**src/hw/iotl_pkg.sv**
```systemverilog
// Shared constants for the oscillator trim and low-frequency control block
package iotl_pkg;
  // ==========================================================================
  // Bus geometry
  localparam int ADDR_W = 12;
  localparam int DATA_W = 32;

  // ==========================================================================
  // Register indices as printed and byte addresses (index times four)
  localparam logic [ADDR_W-1:0] HF_TRIM_IDX = 12'h0b3;
  localparam logic [ADDR_W-1:0] LF_CTRL_IDX = 12'h0e3;
  localparam logic [ADDR_W-1:0] HF_TRIM_ADDR = 12'h2cc;
  localparam logic [ADDR_W-1:0] LF_CTRL_ADDR = 12'h38c;
  localparam logic [ADDR_W-1:0] IRQ_STAT_ADDR = 12'h000;
  localparam logic [ADDR_W-1:0] IRQ_MASK_ADDR = 12'h004;
  localparam logic [ADDR_W-1:0] CAP_CTRL_ADDR = 12'h008;
  localparam logic [ADDR_W-1:0] CAP_T2_ADDR = 12'h00c;
  localparam logic [ADDR_W-1:0] CAP_T3_ADDR = 12'h010;

  // ==========================================================================
  // Field positions of the low-frequency control register, and the high-frequency trim width
  localparam int LF_EN_BIT = 7;
  localparam int LF_RDY_BIT = 6;
  localparam int LF_TRIM_LSB = 2;
  localparam int LF_TRIM_W = 4;
  localparam int LF_SEL_LSB = 0;
  localparam int HF_TRIM_W = 7;

  // ==========================================================================
  // Divider select codes
  localparam logic [1:0] DIV_BY8 = 2'h0;
  localparam logic [1:0] DIV_BY4 = 2'h1;
  localparam logic [1:0] DIV_BY2 = 2'h2;
  localparam logic [1:0] DIV_BY1 = 2'h3;

  // ==========================================================================
  // Interrupt status bits, capture control bits
  localparam int IRQ_W = 3;
  localparam int IRQ_READY_BIT = 0;
  localparam int IRQ_CAP2_BIT = 1;
  localparam int IRQ_CAP3_BIT = 2;
  localparam int CAP2_EN_BIT = 0;
  localparam int CAP3_EN_BIT = 1;

  // ==========================================================================
  // Reset values and settling count
  localparam logic LF_EN_RST = 1'b0;
  localparam logic [1:0] LF_SEL_RST = 2'h0;
  localparam int SETTLE_W = 8;
  localparam logic [SETTLE_W-1:0] SETTLE_EDGES_DEF = 8'h10;
endpackage : iotl_pkg

```
**src/hw/iotl_lf_div.sv**
```systemverilog
// Post-divider for the low-frequency oscillator output
`timescale 1ns/10ps
module iotl_lf_div
  import iotl_pkg::*;
(
  // Clock and reset
  input wire logic ref_clk,
  input wire logic rst,
  // Control
  input wire logic enable,
  input wire logic [1:0] divSel,
  // Synchronised oscillator level and its edges
  input wire logic oscLevel,
  input wire logic oscEdge,
  input wire logic oscRise,
  // Divided clock level
  output logic divClk
);
  import iotl_pkg::*;

  typedef struct packed {
    logic [1:0] actSel;
    logic [2:0] cnt;
    logic divClk;
  } iotl_div_state_t;

  iotl_div_state_t state_ff;
  iotl_div_state_t nxt_state;
  logic [2:0] cntInc;

  // ==========================================================================
  // Divider next state: a new selection is taken at an oscillator edge or while disabled
  always_comb begin
    nxt_state = state_ff;
    cntInc = state_ff.cnt + 3'h1;
    if (!enable) begin
      nxt_state.cnt = 3'h0;
      nxt_state.divClk = 1'b0;
      nxt_state.actSel = divSel;
    end else if (oscEdge) begin
      nxt_state.actSel = divSel;
      if (oscRise) begin
        nxt_state.cnt = cntInc;
      end
      case (divSel)
        DIV_BY1: nxt_state.divClk = oscLevel;
        DIV_BY2: nxt_state.divClk = nxt_state.cnt[0];
        DIV_BY4: nxt_state.divClk = nxt_state.cnt[1];
        default: nxt_state.divClk = nxt_state.cnt[2];
      endcase
    end
  end

  // State register
  always_ff @(posedge ref_clk or posedge rst) begin
    if (rst) begin
      state_ff <= '0;
    end else begin
      state_ff <= nxt_state;
    end
  end

  assign divClk = state_ff.divClk;
endmodule : iotl_lf_div

```
**src/hw/iotl_osc_ctrl.sv**
```systemverilog
// Oscillator trim and low-frequency oscillator control with APB registers
//
// Behaviour
// A 7-bit high-frequency period trim sits in bits 6:0, zero fastest, all ones slowest.
// Bit 7 of the high-frequency trim register reads zero and ignores writes.
// After reset the high-frequency trim takes the part's calibration value for 24.5 MHz.
// Bit 7 of the low-frequency control enables the oscillator and resets to zero.
// Read-only bit 6 reads one once the low-frequency oscillator has settled.
// The ready flag is cleared only by reset or by a write that changes the divider select.
// Bits 5:2 trim the low-frequency oscillator, zero fastest, reset value per part.
// Bits 1:0 divide the oscillator by eight, four, two or one, resetting to divide by eight.
// In capture mode timer 2 captures on falling and timer 3 on rising divided-clock edges.
// Each capture copies that timer's count into its reload register pair.
// Software measures the period from two successive captures and retunes the trim.
// The divided clock stays low while disabled and takes a new divider at the next edge.
//
// Register access over APB is this design's own decision.
`timescale 1ns/10ps
module iotl_osc_ctrl #(
  parameter logic [iotl_pkg::SETTLE_W-1:0] SETTLE_EDGES = iotl_pkg::SETTLE_EDGES_DEF
) (
  // Clock and reset
  input wire logic ref_clk,
  input wire logic rst,
  // APB slave
  input wire logic psel,
  input wire logic penable,
  input wire logic pwrite,
  input wire logic [iotl_pkg::ADDR_W-1:0] paddr,
  input wire logic [iotl_pkg::DATA_W-1:0] pwdata,
  output logic [iotl_pkg::DATA_W-1:0] prdata,
  output logic pready,
  output logic pslverr,
  // Per-part calibration values
  input wire logic [iotl_pkg::HF_TRIM_W-1:0] hfTrimCal,
  input wire logic [iotl_pkg::LF_TRIM_W-1:0] lfTrimCal,
  // Oscillator controls
  output logic [iotl_pkg::HF_TRIM_W-1:0] hfTrim,
  output logic lfOscEnable,
  output logic [iotl_pkg::LF_TRIM_W-1:0] lfTrim,
  output logic lfOscReady,
  // Raw low-frequency oscillator output and divided clock
  input wire logic lfOscRaw,
  output logic lfDivClk,
  // Timer capture hook
  input wire logic [15:0] timer2Count,
  input wire logic [15:0] timer3Count,
  output logic [15:0] timer2Reload,
  output logic [15:0] timer3Reload,
  output logic timer2ReloadLoad,
  output logic timer3ReloadLoad,
  // Interrupt
  output logic irq
);
  import iotl_pkg::*;

  typedef struct packed {
    logic oscSync1;
    logic oscSync2;
    logic oscPrev;
    logic divPrev;
    logic loadPend;
    logic [HF_TRIM_W-1:0] hfTrim;
    logic lfEn;
    logic [LF_TRIM_W-1:0] lfTrim;
    logic [1:0] divSel;
    logic ready;
    logic [SETTLE_W-1:0] settle;
    logic [IRQ_W-1:0] irqStat;
    logic [IRQ_W-1:0] irqMask;
    logic [1:0] capCtrl;
    logic [15:0] t2Rel;
    logic [15:0] t3Rel;
    logic t2Load;
    logic t3Load;
    logic [DATA_W-1:0] prdata;
  } iotl_state_t;

  iotl_state_t state_ff;
  iotl_state_t nxt_state;

  logic oscRise;
  logic oscFall;
  logic divRise;
  logic divFall;
  logic setupCyc;
  logic wrAcc;
  logic rdAcc;
  logic addrHit;
  logic selChange;
  logic t2Evt;
  logic t3Evt;
  logic [DATA_W-1:0] rdVal;
  logic [SETTLE_W-1:0] settleInc;

  // ==========================================================================
  // Edge detection; the first sync stage feeds only the second
  assign oscRise = state_ff.oscSync2 & ~state_ff.oscPrev;
  assign oscFall = ~state_ff.oscSync2 & state_ff.oscPrev;
  assign divRise = lfDivClk & ~state_ff.divPrev;
  assign divFall = ~lfDivClk & state_ff.divPrev;

  // Bus phases and decode
  assign setupCyc = psel & ~penable;
  assign wrAcc = psel & penable & pwrite & addrHit;
  assign rdAcc = psel & penable & ~pwrite & addrHit;
  assign selChange = wrAcc && (paddr == LF_CTRL_ADDR) &&
                     (pwdata[LF_SEL_LSB +: 2] != state_ff.divSel);
  // Capture ignores the drop forced by disabling, which is not an oscillator edge
  assign t2Evt = state_ff.capCtrl[CAP2_EN_BIT] & state_ff.lfEn & divFall;
  assign t3Evt = state_ff.capCtrl[CAP3_EN_BIT] & state_ff.lfEn & divRise;
  assign settleInc = state_ff.settle + 8'h01;

  // ==========================================================================
  // Address decode and read data
  always_comb begin
    addrHit = 1'b1;
    rdVal = '0;
    if (paddr == HF_TRIM_ADDR) begin
      rdVal = {25'h0, state_ff.hfTrim};
    end else if (paddr == LF_CTRL_ADDR) begin
      rdVal = {24'h0, state_ff.lfEn, state_ff.ready, state_ff.lfTrim, state_ff.divSel};
    end else if (paddr == IRQ_STAT_ADDR) begin
      rdVal = {29'h0, state_ff.irqStat};
    end else if (paddr == IRQ_MASK_ADDR) begin
      rdVal = {29'h0, state_ff.irqMask};
    end else if (paddr == CAP_CTRL_ADDR) begin
      rdVal = {30'h0, state_ff.capCtrl};
    end else if (paddr == CAP_T2_ADDR) begin
      rdVal = {16'h0, state_ff.t2Rel};
    end else if (paddr == CAP_T3_ADDR) begin
      rdVal = {16'h0, state_ff.t3Rel};
    end else begin
      addrHit = 1'b0;
    end
  end

  // ==========================================================================
  // Next state of the whole block
  always_comb begin
    nxt_state = state_ff;
    nxt_state.oscSync1 = lfOscRaw;
    nxt_state.oscSync2 = state_ff.oscSync1;
    nxt_state.oscPrev = state_ff.oscSync2;
    nxt_state.divPrev = lfDivClk;
    // Calibration values are caught one edge after reset release, never in reset
    if (state_ff.loadPend) begin
      nxt_state.loadPend = 1'b0;
      nxt_state.hfTrim = hfTrimCal;
      nxt_state.lfTrim = lfTrimCal;
    end
    // Read data is latched in setup so the access phase answers at once
    if (setupCyc) begin
      nxt_state.prdata = rdVal;
    end
    // Register writes at the completing access edge
    if (wrAcc) begin
      if (paddr == HF_TRIM_ADDR) begin
        nxt_state.hfTrim = pwdata[HF_TRIM_W-1:0];
      end else if (paddr == LF_CTRL_ADDR) begin
        nxt_state.lfEn = pwdata[LF_EN_BIT];
        nxt_state.lfTrim = pwdata[LF_TRIM_LSB +: LF_TRIM_W];
        nxt_state.divSel = pwdata[LF_SEL_LSB +: 2];
      end else if (paddr == IRQ_MASK_ADDR) begin
        nxt_state.irqMask = pwdata[IRQ_W-1:0];
      end else if (paddr == CAP_CTRL_ADDR) begin
        nxt_state.capCtrl = pwdata[1:0];
      end
    end
    // Settling: count rising oscillator edges while enabled; disabling keeps the flag
    if (!state_ff.lfEn) begin
      nxt_state.settle = '0;
    end else if (oscRise && !state_ff.ready) begin
      nxt_state.settle = settleInc;
      if (settleInc >= SETTLE_EDGES) begin
        nxt_state.ready = 1'b1;
      end
    end
    // A divider change restarts settling and wins over a same-cycle set
    if (selChange) begin
      nxt_state.ready = 1'b0;
      nxt_state.settle = '0;
    end
    // Timer captures
    nxt_state.t2Load = t2Evt;
    nxt_state.t3Load = t3Evt;
    if (t2Evt) begin
      nxt_state.t2Rel = timer2Count;
    end
    if (t3Evt) begin
      nxt_state.t3Rel = timer3Count;
    end
    // Status read clears only bits reported in setup, so later events survive
    if (rdAcc && paddr == IRQ_STAT_ADDR) begin
      nxt_state.irqStat = state_ff.irqStat & ~state_ff.prdata[IRQ_W-1:0];
    end
    if (nxt_state.ready && !state_ff.ready) begin
      nxt_state.irqStat[IRQ_READY_BIT] = 1'b1;
    end
    if (t2Evt) begin
      nxt_state.irqStat[IRQ_CAP2_BIT] = 1'b1;
    end
    if (t3Evt) begin
      nxt_state.irqStat[IRQ_CAP3_BIT] = 1'b1;
    end
  end

  // ==========================================================================
  // State register
  always_ff @(posedge ref_clk or posedge rst) begin
    if (rst) begin
      state_ff <= '0;
      state_ff.loadPend <= 1'b1;
      state_ff.lfEn <= LF_EN_RST;
      state_ff.divSel <= LF_SEL_RST;
    end else begin
      state_ff <= nxt_state;
    end
  end

  // ==========================================================================
  // Divided low-frequency clock
  iotl_lf_div u_div (
    .ref_clk(ref_clk),
    .rst(rst),
    .enable(state_ff.lfEn),
    .divSel(state_ff.divSel),
    .oscLevel(state_ff.oscSync2),
    .oscEdge(oscRise | oscFall),
    .oscRise(oscRise),
    .divClk(lfDivClk)
  );

  // Outputs
  assign prdata = state_ff.prdata;
  assign pready = 1'b1; // Zero wait states
  assign pslverr = psel & penable & ~addrHit;
  assign hfTrim = state_ff.hfTrim;
  assign lfOscEnable = state_ff.lfEn;
  assign lfTrim = state_ff.lfTrim;
  assign lfOscReady = state_ff.ready;
  assign timer2Reload = state_ff.t2Rel;
  assign timer3Reload = state_ff.t3Rel;
  assign timer2ReloadLoad = state_ff.t2Load;
  assign timer3ReloadLoad = state_ff.t3Load;
  assign irq = |(state_ff.irqStat & state_ff.irqMask);
endmodule : iotl_osc_ctrl

```
**config.mk**
```make
export PLATFORM = sky130hd
export DESIGN_NAME = iotl_osc_ctrl
export DESIGN_NICKNAME = d
export VERILOG_FILES = /design/src/hw/iotl_pkg.sv /design/src/hw/iotl_lf_div.sv /design/src/hw/iotl_osc_ctrl.sv
export SDC_FILE = /design/constraint.sdc
export NUM_CORES = 1
export LEC_CHECK = 0
export ABC_AREA = 1
export BUFFER_PORTS_ARGS = -buffer_cell sky130_fd_sc_hd__buf_4
export CAP_MARGIN = 30
export CORE_MARGIN = 4
export CORE_UTILIZATION = 35
export CTS_CLUSTER_DIAMETER = 60
export DETAILED_ROUTE_END_ITERATION = 12
export PLACE_DENSITY_LB_ADDON = 0.2
export SYNTH_ARGS = -nofsm -noshare
export SYNTH_HDL_FRONTEND = slang
export SYNTH_HIERARCHICAL = 1
export SYNTH_SLANG_ARGS = --single-unit
export TNS_END_PERCENT = 10
```
**constraint.sdc**
```tcl
create_clock -name ref_clk -period 2.6 [get_ports ref_clk]
set_input_delay 0.52 -clock ref_clk [delete_from_list [all_inputs] [get_ports ref_clk]]
set_output_delay 0.52 -clock ref_clk [all_outputs]
set_load 0.05 [all_outputs]
```
# == Word-level counts from Yosys, hierarchy flattened ==
# Index checks and enable logic that the tools add are counted.
# totals
output_inout_bits,83
inputBits,93
wordCells,114
ff_bits,106
# classes
bitwise,29
eq_ne,12
muxes,33
addsub,2
magnitude_cmp,1
reduce_logical,14
# ops
operator,count
$mux 16,7
$mux 7,4
$eq 12x10->1 const B,2
$eq 12x4->1 const B,2
$mux 9,2
$and 1x1->1,15
$mux 14,1
$eq 12x3->1 const B,1
$eq 12x5->1 const B,1
$logic_not 12->1,1
$mux 1,12
$mux 4,3
$not 1->1,10
$add 8x1->8 const B,1
$ge 8x5->1 const B,1
$mux 8,1
$and 3x3->3,2
$mux 3,2
$reduce_bool 2->1,3
$logic_and 1x1->1,5
$reduce_and 5->1,1
$eq 2x2->1 const B,2
$reduce_and 4->1,1
$add 3x1->3 const B,1
other kinds (10),10

# == Longest topological paths before layout ==
# Gate-level depths: netlist of run 1.
# logic_depth
ltp_word,14
depth_mapped,12
ltp_nobuf,12

# == Cells and area by module ==
# The synthesis of run 1 kept the hierarchy.
# modules_own_cells
module,cells_per_inst,area_each_um2,n_inst,seq_area_each_um2
iotl_osc_ctrl,642,4981.0,1,2153.3
iotl_lf_div,42,262.8,1,100.1

# == Least setup slack after synthesis of run 1 ==
# Ideal clock, no wire load.
# synth_timing
kind,in2out
start,input port paddr[0] (netlist bit)
end,output port pslverr
n_path_buf,0
t_arrival_ps,1818
required_ps,2080
setup_slack_ps,262
stages,8
path_cell_list,inv_1 > nand2_2 > nor2_1 > nand2_2 > nand2_2 > nor2_2 > nand2_4 > nor2_1
# synth_between
elab_chain_len,10
word_cells_on_any_way,16
classes_between,eq/ne: 6; mux: 7; bitwise: 2; reduce/logical: 1
# synth_lines
element,line,rtl
start: declaration,iotl_osc_ctrl.sv:29,"input wire logic [iotl_pkg::ADDR_W-1:0] paddr,"
$eq 12x5->1,iotl_osc_ctrl.sv:131,end else if (paddr == CAP_T3_ADDR) begin
$mux 1,iotl_osc_ctrl.sv:131,
$mux 1,iotl_osc_ctrl.sv:129,end else if (paddr == CAP_T2_ADDR) begin
$mux 1,iotl_osc_ctrl.sv:127,end else if (paddr == CAP_CTRL_ADDR) begin
$mux 1,iotl_osc_ctrl.sv:125,end else if (paddr == IRQ_MASK_ADDR) begin
$mux 1,iotl_osc_ctrl.sv:123,end else if (paddr == IRQ_STAT_ADDR) begin
$mux 1,iotl_osc_ctrl.sv:121,end else if (paddr == LF_CTRL_ADDR) begin
$mux 1 *,iotl_osc_ctrl.sv:119,if (paddr == HF_TRIM_ADDR) begin
$not 1->1 *,iotl_osc_ctrl.sv:237,assign pslverr = psel & penable & ~addrHit;
$and 1x1->1 *,iotl_osc_ctrl.sv:237,
end: declaration,iotl_osc_ctrl.sv:33,"output logic pslverr,"
# Mark *: on every way between the ends. The rest lies on a longest branch, timed or not.

# == Worst setup path after layout of run 1 ==
# Ends and elaborated chain as after synthesis.

==> summary.txt, run 1 <==
Status
  • Status: complete, no violations

Detailed routing
  • DRT Pass-1 Iters: 4
  • Post-Route WL: 13900 µm
  • Drt drc: 0
  • Vias: 4385
  • Post-route ant nets: 0
  • DRT iter0 DRCs: 288
  • Wire per inst: 14.7 µm
  • DR vias/cell: approximately 4.6

Global routing
  • Total track usage: 16.6%
  • Vias in the first global route: 4343
  • First-pass GRT wire length: 22000 µm
  • Antenna violations before repair: 0
  • GR Overflow Total: 0
  • Largest net degree at the start of global routing: 87

Synthesis
  • Yosys reg bits: 90
  • EDFF count, synth: 0
  • Combinational family with the most area after synthesis: simple AND/OR/NAND/NOR gates
  • Post-Syn Instances: 684
  • Mean Syn Cell Area: roughly 7.7 µm²
  • Cells taking the most area after synthesis: dfrtp_1, nand2_1, buf_4
  • Synth Area in Compound Gates: 10.5%
  • Warnings from Yosys: 6
  • Register area share after synthesis: a little over two fifths
  • Library cells used by synthesis: 40
  • Async S/R FF share, synth: 100%
  • Leading area contributor after synthesis: dfrtp_1
  • Post-Syn Area: 5240 µm²
  • Ys flop type: dfrtp_1
  • Simple-Gate Fraction of Synth Area: 25.5%
  • XOR/XNOR share of the synthesized area: 0.835%
  • Multiplexer area fraction after synthesis: 0.764%
  • Post-synthesis adder-cell area fraction: less than 1%
  • Post-synth top area share: 42.5%

Cells and area
  • Layout cells sized above 1: around a quarter
  • Final instance area: 6260 µm²
  • Antenna diodes: 0
  • Final Util: 42.9%
  • Syn-to-layout area delta: 19.4%
  • Fillers: 1489
  • Layout net count: 857
  • Final std cells w/o fill: 949
  • Most common cell after layout, fill and taps aside: nand2_1
  • Commonest non-fill, non-tap cells in the layout: nand2_1, buf_4, dfrtp_1

Die
  • Initial Utilization: 35.9%
  • Die Span Y: ~130 µm
  • Die ar.: 17000 µm²
  • Ports: ~180
  • Cell Rows: 44
  • Core footprint: 14600 µm²
  • Die X: 130 µm

Worst setup path
  • WP data required: 2.08 ns
  • Worst reg-to-reg setup slack: 0.81 ns
  • CP Class: in2out
  • CP endpoint: pslverr
  • Startpoint types: input pin
  • Reg-to-Reg Start: state_ff[99]$_DFF_PP0_
  • Setup crit end kind: primary output
  • Critical Path Source: paddr[0]
  • CP Data Arrival Time: 1.78 ns
  • R2R cell count: 6
  • R2r endpoint: state_ff[76]$_DFFE_PP0P_
  • CP max FO: 4

STA
  • Min cycle time layout: 2.30 ns
  • Setup violations, final: 0
  • Tcrit/Tclk final: 88.3%
  • Endpoints failing hold: 0
  • RSZ-0062 raised after global routing: no
  • Max Fclk: between 400 and 500 MHz
  • Setup TNS: 0 ns
  • Least-Margin Pin Slew: ~0.56 ns
  • Post-route setup slack: slightly above 0.3 ns
  • Worst rel slew slack: 62.5%
  • Max Slew Vio Count: 0
  • Setup Skew: roughly 0.011 ns

Power
  • Pint: 2.32 mW
  • Worst VDD drop: 0.307 mV
  • Sw power: 829 µW
  • Sw Share: a little over a quarter
  • Comb power frac: between 10% and 20%
  • Leakage Power: 3.32 nW
  • Share of total power in the clock network: approximately 43%
  • Reg power frac: 45.8%
  • PD cells: approximately 500 nW/µm²

Placement
  • Final HPWL DP: 10900 µm
  • Pre-CTS setup slack: roughly 0.30 ns
  • Placed inst area: 5960 µm²
  • # placed instances: 934
  • IO Port Bufs: 134
  • Placer Congestion: 0.878

Clock tree
  • H-Tree Depth: 3
  • Worst skew pair latency: 0.35 ns
  • CTS tree: built
  • CTS root buf: clkbuf_16
  • CTS Buffer Depth: 2
  • Hold_buf cts: 0
  • Clk slew on worst S/H paths: 0.06 ns
  • Clk sinks: 90
  • CTS buffer count: 9
  • Post-CTS Setup Bufs: 0
  • Post-CTS Resized: 0

Run
  • Max-cap viol count: 0

Worst hold path
  • HP Class: in2async
==> power groups by stage <==
stage / Clock (mW) / Combinational (mW) / Sequential (mW)
floorplan: 0 / 0.262 / 1.46
global placement: 0 / 0.363 / 1.47
detailed placement: 0 / 0.367 / 1.47
CTS: 1.39 / 0.368 / 1.44
global route: 1.45 / 0.396 / 1.44
finish: 1.34 / 0.363 / 1.44
==> synthesized netlist by cell type, types with 10 or more instances <==
| cell | instances |
|---|---|
| nand2_1 | 198 |
| dfrtp_1 | 89 |
| inv_1 | 88 |
| buf_4 | 76 |
| o21ai_0 | 57 |
| nor2_1 | 27 |
| nand3_1 | 22 |
| nand2_2 | 14 |
| a21oi_1 | 13 |
| clkbuf_1 | 12 |
| o21ai_1 | 11 |
| o22ai_1 | 10 |
==> final cells by class <==
class | instances | area [µm²] | share of cell area (%)
Tap cell | 184 | 230 | 3.68
Clock inverter | 5 | 62.6 | 0.999
Timing Repair Buffer | 140 | 1060 | 17.0
Multi-Input combinational cell | 430 | 2070 | 33.1
Sequential cell | 90 | 2250 | 36.0
Inverter | 90 | 342 | 5.45
Clock buffer | 10 | 239 | 3.82
==> through the flow <==
step | total power, mW | hold WS (ns)
floorplan | 1.72 | 0.286
global placement | 1.83 | 0.335
detailed placement | 1.83 | 0.339
CTS | 3.20 | 0.0653
global route | 3.29 | 0.0737
finish | 3.14 | 0.0736
==> worst min path at each step <==
stage                                        start  slack, ns  depth (start not counted)                       endpoint
after global placement    nxt_state[100]$_DFF_PP0_       0.34                          0        nxt_state[99]$_DFF_PP0_
after floorplan                                rst       0.29                          1       u_div/divClk$_DFFE_PP0P_
final                                          rst       0.07                          2  u_div/state_ff[1]$_DFFE_PP0P_
after CTS                                      rst       0.07                          2  u_div/state_ff[2]$_DFFE_PP0P_
after global routing                           rst       0.07                          2       u_div/divClk$_DFFE_PP0P_
after detailed placement  nxt_state[100]$_DFF_PP0_       0.34                          0        nxt_state[99]$_DFF_PP0_
==> state kept, by name, indices dropped and copies added (netlist names), 2 cells and up <==
signal and flops:
state_ff 21, prdata 16, timer2Reload 16, timer3Reload 16, hfTrim 7, lfTrim 4
u_div/state_ff 3, nxt_state 2
==> worst max-delay path: stages <==
cell and delay, ns:
buf_4 0.11, inv_1 0.05, nand2_2 0.11, nor2_1 0.27, nand3_1 0.18, nand2_2 0.12, nor2_2 0.05, nand2_4 0.10
nor2_1 0.06, buf_4 0.19
==> routing by layer <==
metal	global-route usage (%)	share of wire, %	up-vias
met2	29.2	51	110
met5	0	0	-
met3	4.23	6.5	15
li1	-	-	2208
met4	4.36	1.7	0
met1	20.3	41	2052
==> kinds of logic after synthesis <==
logic type	count (synthesis)
muxes	4
and+or+nand+nor	299
DFF	90
adders and majority gates	3
other	2
buffers and inverters	180
AOI/OAI and AO/OA	101
xor gates and xnor gates	5
No activity file was read; power rests on OpenSTA's default activity.
==> run 2: changes to the inputs <==
- BUFFER_PORTS_ARGS: -buffer_cell sky130_fd_sc_hd__buf_4 -> -buffer_cell sky130_fd_sc_hd__buf_2
- SYNTH_HIERARCHICAL: 1 -> default
==> summary.txt, run 2 <==
STA
  • Worst rel slew slack: 46.1% (-16 points)
  • Setup violations, final: 0 (unchanged)
  • Max Fclk: 424 MHz (-2.6%)
  • Least-Margin Pin Slew: 0.808 ns (+0.249 ns)
  • Min cycle time layout: 2.36 ns (+0.0615 ns)
  • Setup Skew: 0.00873 ns (-0.00178 ns)
  • Tcrit/Tclk final: 90.7% (+2.4 points)
  • Max Slew Vio Count: 0 (unchanged)
  • Setup TNS: 0 ns (unchanged)
  • RSZ-0062 raised after global routing: no
  • Endpoints failing hold: 0 (unchanged)

Detailed routing
  • Wire per inst: 15.1 µm (+2.5%)
  • Drt drc: 0 (unchanged)
  • Post-Route WL: 14300 µm (+2.4%)
  • DRT Pass-1 Iters: 5 (+1)
  • Post-route ant nets: 0 (unchanged)
  • Vias: 4490 (+2.4%)
  • DRT iter0 DRCs: 283 (-1.7%)
  • DR vias/cell: 4.74 (+2.5%)

Cells and area
  • Max FFs per register: 21 (unchanged)
  • Fillers: 1524 (+2.4%)
  • Most common cell after layout, fill and taps aside: nand2_1
  • Layout net count: 856 (-0.12%)
  • Final instance area: 5940 µm² (-5.2%)
  • Top reg by flops: state_ff
  • Antenna diodes: 0 (unchanged)
  • Commonest non-fill, non-tap cells in the layout: nand2_1, buf_2, dfrtp_1
  • Syn-to-layout area delta: 13.6%
  • Layout cells sized above 1: 24.1% (-1.0 points)

Die
  • Cell Rows: 44 (unchanged)
  • Ports: 176 (unchanged)
  • Die ar.: 16900 µm² (-0.34%)
  • Core footprint: 14600 µm² (unchanged)
  • Initial Utilization: 35.8% (-0.13 points)
  • Die X: 130 µm (-0.17%)
  • Die Span Y: 130 µm (-0.17%)

Clock tree
  • Clk slew on worst S/H paths: 0.06 ns (about the same)
  • Worst skew pair latency: 0.35 ns (about the same)
  • H-Tree Depth: 3 (unchanged)
  • Hold_buf cts: 0 (unchanged)
  • Clk sinks: 90 (unchanged)
  • CTS Buffer Depth: 2 (unchanged)
  • CTS buffer count: 9 (unchanged)
  • CTS tree: built
  • Post-CTS Resized: 0 (unchanged)
  • Post-CTS Setup Bufs: 0 (unchanged)
  • CTS root buf: clkbuf_16

Power
  • Leakage Power: 3.18 nW (-4.3%)
  • PD cells: 530 nW/µm² (+5.5%)
  • Worst VDD drop: 0.315 mV (+2.5%)

Worst setup path
  • Worst path max stage delay: 0.28 ns (about the same)
  • Worst reg-to-reg setup slack: 0.67 ns (-0.14 ns)
  • CP max FO: 5 (+1)
  • WP data required: 2.08 ns (about the same)
  • Worst-path cell chain: buf_2, nand2_1, inv_1, nand2_1, nor2_1, nand2_1, nand2_1, nor2_1, nand2_2, nor2_1, buf_2
  • CP Class: in2out
  • Critical Path Source: paddr[2]
  • Crit-path most repeated cell: nand2_1
  • Startpoint types: input pin
  • Setup crit end kind: primary output
  • Slowest CP cell: buf_2
  • Reg-to-Reg Start: lfOscEnable$_DFFE_PP0P_
  • CP Data Arrival Time: 1.84 ns (+0.06 ns)

Global routing
  • GR Overflow Total: 0 (unchanged)
  • Vias in the first global route: 4409 (+1.5%)
  • Total track usage: 17.1% (+0.51 points)
  • Largest net degree at the start of global routing: 91 (+4.6%)
  • Antenna violations before repair: 0 (unchanged)
  • First-pass GRT wire length: 22400 µm (+2.1%)

Synthesis
  • Post-Syn Area: 5230 µm² (-0.36%)
  • Post-synth top cells: nand2_1, dfrtp_1, buf_4
  • Warnings from Yosys: 0 (-6)
  • Library cells used by synthesis: 40 (unchanged)
  • Multiplexer area fraction after synthesis: 0.647% (-0.12 points)
  • Post-Syn Instances: 683 (-0.15%)
  • XOR/XNOR share of the synthesized area: 1.34% (+0.51 points)
  • Most common cell in the synthesized netlist: nand2_1
  • Ys flop type: dfrtp_1
  • Cells taking the most area after synthesis: dfrtp_1, nand2_1, buf_4
  • Combinational family with the most area after synthesis: simple AND/OR/NAND/NOR gates
  • Synth Area in Compound Gates: 9.89% (-0.56 points)
  • Simple-Gate Fraction of Synth Area: 26.4% (+0.93 points)
  • EDFF count, synth: 0 (unchanged)
  • Leading area contributor after synthesis: dfrtp_1
  • Async S/R FF share, synth: 100% (unchanged)
  • Post-synthesis adder-cell area fraction: 0.718% (+0.0026 points)
  • Register area share after synthesis: 43.1% (+0.15 points)
  • Mean Syn Cell Area: 7.65 µm² (-0.21%)
  • Yosys reg bits: 90 (unchanged)
  • Post-synth top area share: 42.6% (+0.15 points)

Run
  • Max-cap viol count: 0 (unchanged)

Placement
  • Placer Congestion: 0.843 (-4.0%)
  • IO Port Bufs: 134 (unchanged)
  • Final HPWL DP: 10900 µm (+0.65%)
  • Placed inst area: 5620 µm² (-5.6%)

Status
  • Status: complete, no violations

Worst hold path
  • Min-delay src: lfOscRaw
  • HP Class: in2reg
run 2: cell count changes after synthesis, moves of 3 or more:
cell	change
mux2i_1	-4
nand2_1	+4
a21o_1	+5
o21ai_2	-4
o22ai_1	-6
mux2_2	+3
nand3_1	+17
inv_1	-17
nor2_1	+10
a21oi_1	+3
o21ai_1	-7
nor3_1	-4
nand2_2	-11
run 2: logic make-up (layout without fill, tap and decap cells):
| family | Yosys count | count (layout) |
|---|---|---|
| multiplexers | 3 | 3 |
| buffers and inverters | 168 | 233 |
| flip-flops | 90 | 90 |
| AND/OR/NAND/NOR | 313 | 313 |
| AO/OA/AOI/OAI | 96 | 96 |
| XOR/XNOR | 8 | 8 |
| other | 2 | 18 |
| adder cells (fa/ha/maj) | 3 | 3 |
run 2: path summary, 6_finish.rpt:
check                                         endpoint  depth (start not counted)
min                           nxt_state[100]$_DFF_PP0_                          1
max                                            pslverr                         11
max in group asynchronous       state_ff[97]$_DFF_PP1_                          3
min in group asynchronous     state_ff[74]$_DFFE_PP0P_                          3
max reg2reg                timer2Reload[8]$_DFFE_PP0P_                          4
min reg2reg                    nxt_state[99]$_DFF_PP0_                          0
run 2: layout make-up:
cell class | instances | area [µm²] | share of cell area, %
flip-flops and latches | 90 | 2250 | 38.0
multi-input cells | 441 | 2100 | 35.4
repair buffers | 143 | 751 | 12.6
inverters | 75 | 285 | 4.81
clock buffers | 12 | 267 | 4.49
well taps | 184 | 230 | 3.88
clock inverters | 3 | 46.3 | 0.780
run 2: routing by layer:
metal	wire, µm	GRT usage (%)	up-vias	share of wire, %
li1	-	-	2216	-
met1	6590	23.9	2113	46
met2	6570	26.7	149	46
met3	951	3.97	12	6.7
met4	161	4.46	0	1.1
met5	0	0	-	0
run 2: metrics by stage:
stage / worst slack [ns] / hold slack [ns] / power, mW / std cells / utilization, %
2_1_floorplan: 0.164 / 0.331 / 1.72 / 699 / -
3_3_place_gp: 0.250 / 0.336 / 1.80 / 933 / 38.6
3_5_place_dp: 0.229 / 0.344 / 1.81 / 933 / 38.6
4_1_cts: 0.229 / 0.272 / 3.19 / 948 / 40.7
5_1_grt: 0.148 / 0.273 / 3.28 / 948 / 40.7
6_report: 0.242 / 0.287 / 3.15 / 948 / 40.7
run 2: where the power goes:
part / switching, mW / internal (mW) / total (mW)
registers: 0.0209 / 1.42 / 1.44
clock network: 0.546 / 0.822 / 1.37
logic: 0.250 / 0.0873 / 0.337
total: 0.817 / 2.33 / 3.15
run 2: worst max-delay path, delay by kind of cell:
family                 cells  cell delay [ns]
buffers and inverters      3             0.47
AND/OR/NAND/NOR            8             0.86
==> run 3: changes to the inputs <==
- REMOVE_ABC_BUFFERS: default -> 1
==> summary.txt, run 3 (synthesis gave the netlist of run 2 again) <==
Detailed routing
  • DR top layer: met4
  • DRT Pass-1 Iters: 5 (unchanged)
  • DR vias/cell: 4.68 (-1.3%)
  • Met3 Wirelength: 1080 µm (+13%)
  • Post-route ant nets: 0 (unchanged)
  • Wire per inst: 14.8 µm (-1.9%)
  • Post-Route M1 WL: 6070 µm (-7.9%)
  • Metal2 WL: 6720 µm (+2.2%)
  • Vias: 4443 (-1.0%)
  • Drt drc: 0 (unchanged)
  • Post-Route WL: 14000 µm (-1.7%)
  • DRT iter0 DRCs: 214 (-24%)

Die
  • Initial Utilization: 35.8% (unchanged)
  • Cell Rows: 44 (unchanged)
  • Die X: 130 µm (unchanged)
  • Die ar.: 16900 µm² (unchanged)
  • Core footprint: 14600 µm² (unchanged)
  • Die Span Y: 130 µm (unchanged)
  • Ports: 176 (unchanged)

Status
  • Status: complete, no violations

Worst setup path
  • CP Class: in2out
  • Worst-path cell chain: buf_2, nand2_1, inv_1, nand2_1, nor2_1, nand2_1, nand2_1, nor2_1, nand2_2, nor2_1, buf_2
  • Crit-path most repeated cell: nand2_1
  • Worst path max stage delay: 0.30 ns (+0.02 ns)
  • CP Data Arrival Time: 1.82 ns (-0.02 ns)
  • Startpoint types: input pin
  • WP data required: 2.08 ns (about the same)
  • Setup crit end kind: primary output
  • Worst Path Buf+Inv: 3 (unchanged)
  • CP max FO: 5 (unchanged)
  • Slowest CP cell: buf_2
  • Worst path top cell family by delay: simple AND/OR/NAND/NOR gates

Power
  • Leakage Power: 3.19 nW (+0.24%)
  • Sw Share: 26.9% (+0.94 points)
  • Worst VDD drop: 0.325 mV (+3.3%)
  • Reg power frac: 47.0% (+1.2 points)
  • Share of total power in the clock network: 42.0% (-1.5 points)
  • Pint: 2.23 mW (-4.1%)
  • Sw power: 822 µW (+0.65%)
  • Comb power frac: 11.0% (+0.3 points)
  • PD cells: 516 nW/µm² (-2.7%)

Cells and area
  • Final instance area: 5930 µm² (-0.19%)
  • Most common cell after layout, fill and taps aside: nand2_1
  • Max FFs per register: 21 (unchanged)
  • Layout cells sized above 1: 24.3% (+0.20 points)
  • Commonest non-fill, non-tap cells in the layout: nand2_1, buf_2, dfrtp_1
  • Layout net count: 858 (+0.23%)
  • Top reg by flops: state_ff
  • Antenna diodes: 0 (unchanged)
  • Syn-to-layout area delta: 13.4%

Placement
  • Placed inst area: 5640 µm² (+0.22%)
  • Placer Congestion: 0.839 (-0.46%)
  • IO Port Bufs: 134 (unchanged)
  • Final HPWL DP: 10800 µm (-0.95%)

STA
  • Max Fclk: 427 MHz (+0.61%)
  • Endpoints failing hold: 0 (unchanged)
  • Setup violations, final: 0 (unchanged)
  • Max Slew Vio Count: 0 (unchanged)
  • Min cycle time layout: 2.34 ns (-0.0144 ns)
  • Setup TNS: 0 ns (unchanged)
  • Setup Skew: 0.00840 ns (-0.000330 ns)
  • Worst rel slew slack: 43.7% (-2.4 points)
  • RSZ-0062 raised after global routing: no
  • Least-Margin Pin Slew: 0.843 ns (+0.0352 ns)
  • Tcrit/Tclk final: 90.1% (-0.55 points)

Clock tree
  • Clk sinks: 90 (unchanged)
  • Post-CTS Resized: 0 (unchanged)
  • Post-CTS Setup Bufs: 0 (unchanged)
  • Hold_buf cts: 0 (unchanged)
  • CTS tree: built
  • CTS Buffer Depth: 2 (unchanged)
  • CTS root buf: clkbuf_16
  • Clk slew on worst S/H paths: 0.06 ns (about the same)
  • CTS buffer count: 9 (unchanged)
  • Worst skew pair latency: 0.35 ns (about the same)
  • H-Tree Depth: 3 (unchanged)

Worst hold path
  • HP Class: in2async

Global routing
  • GR Overflow Total: 0 (unchanged)
  • First-pass GRT wire length: 22400 µm (-0.22%)
  • Total track usage: 17.0% (-0.12 points)
  • Vias in the first global route: 4458 (+1.1%)
  • Largest net degree at the start of global routing: 46 (-49%)
  • Antenna violations before repair: 0 (unchanged)

Run
  • Max-cap viol count: 0 (unchanged)
-- run 3: cell types whose count changed in the layout (fill, tap and decap cells not counted) --
cell / change
buf_4: +2
bufinv_16: -1
clkinv_2: +2
clkinvlp_4: -2
clkinv_4: +1
-- run 3: final cells by class --
type,count,area [µm²]
clock buffer,12,267
clock inverter,3,22.5
fill,1553,8660
inverter,75,283
multi-input combinational,441,2100
sequential,90,2250
tap,184,230
timing repair buffer,145,766
-- run 3: power groups by stage --
stage	clock network [mW]	logic, mW	registers (mW)
2_1_floorplan	0	0.158	1.52
3_3_place_gp	0	0.334	1.46
3_5_place_dp	0	0.338	1.46
4_1_cts	1.32	0.339	1.44
5_1_grt	1.38	0.368	1.44
6_report	1.28	0.336	1.44
-- run 3: worst reg2reg max path, delay by kind of cell (launching register included) --
kind                   cells  cell delay (ns)
buffers and inverters      3             0.90
and+or+nand+nor            1             0.07
DFF                        1             0.39
AOI/OAI and AO/OA          1             0.43
-- run 3: path summary, 6_finish.rpt --
kind                                     startpoint                           to  slack [ns]  cells after the start
hold / removal                                  rst  timer2Reload[8]$_DFFE_PP0P_        0.16                      2
setup reg to reg           u_div.divClk$_DFFE_PP0P_  timer2Reload[7]$_DFFE_PP0P_        0.69                      5
hold reg to reg            nxt_state[100]$_DFF_PP0_      nxt_state[99]$_DFF_PP0_        0.35                      0
max in group asynchronous                       rst  timer2Reload[4]$_DFFE_PP0P_        1.76                      3
min in group ref_clk                       lfOscRaw     nxt_state[100]$_DFF_PP0_        0.28                      1
setup / recovery                           paddr[2]                      pslverr        0.26                     11
-- run 3: routing by layer --
metal / up-vias / track usage, %
met5: - / 0
met2: 130 / 27.3
li1: 2227 / -
met1: 2067 / 22.1
met3: 19 / 5.53
met4: 0 / 4.58
-- run 3: stage by stage --
| step | std cells | worst slack, ns | hold slack [ns] | util [%] | total power [mW] |
|---|---|---|---|---|---|
| 6_report | 950 | 0.257 | 0.164 | 40.6 | 3.06 |
| 5_1_grt | 950 | 0.158 | 0.191 | 40.6 | 3.19 |
| 4_1_cts | 950 | 0.266 | 0.171 | 40.6 | 3.10 |
| 3_5_place_dp | 935 | 0.277 | 0.338 | 38.6 | 1.80 |
| 3_3_place_gp | 935 | 0.287 | 0.337 | 38.6 | 1.80 |
| 2_1_floorplan | 606 | -0.254 | 0.331 | - | 1.68 |
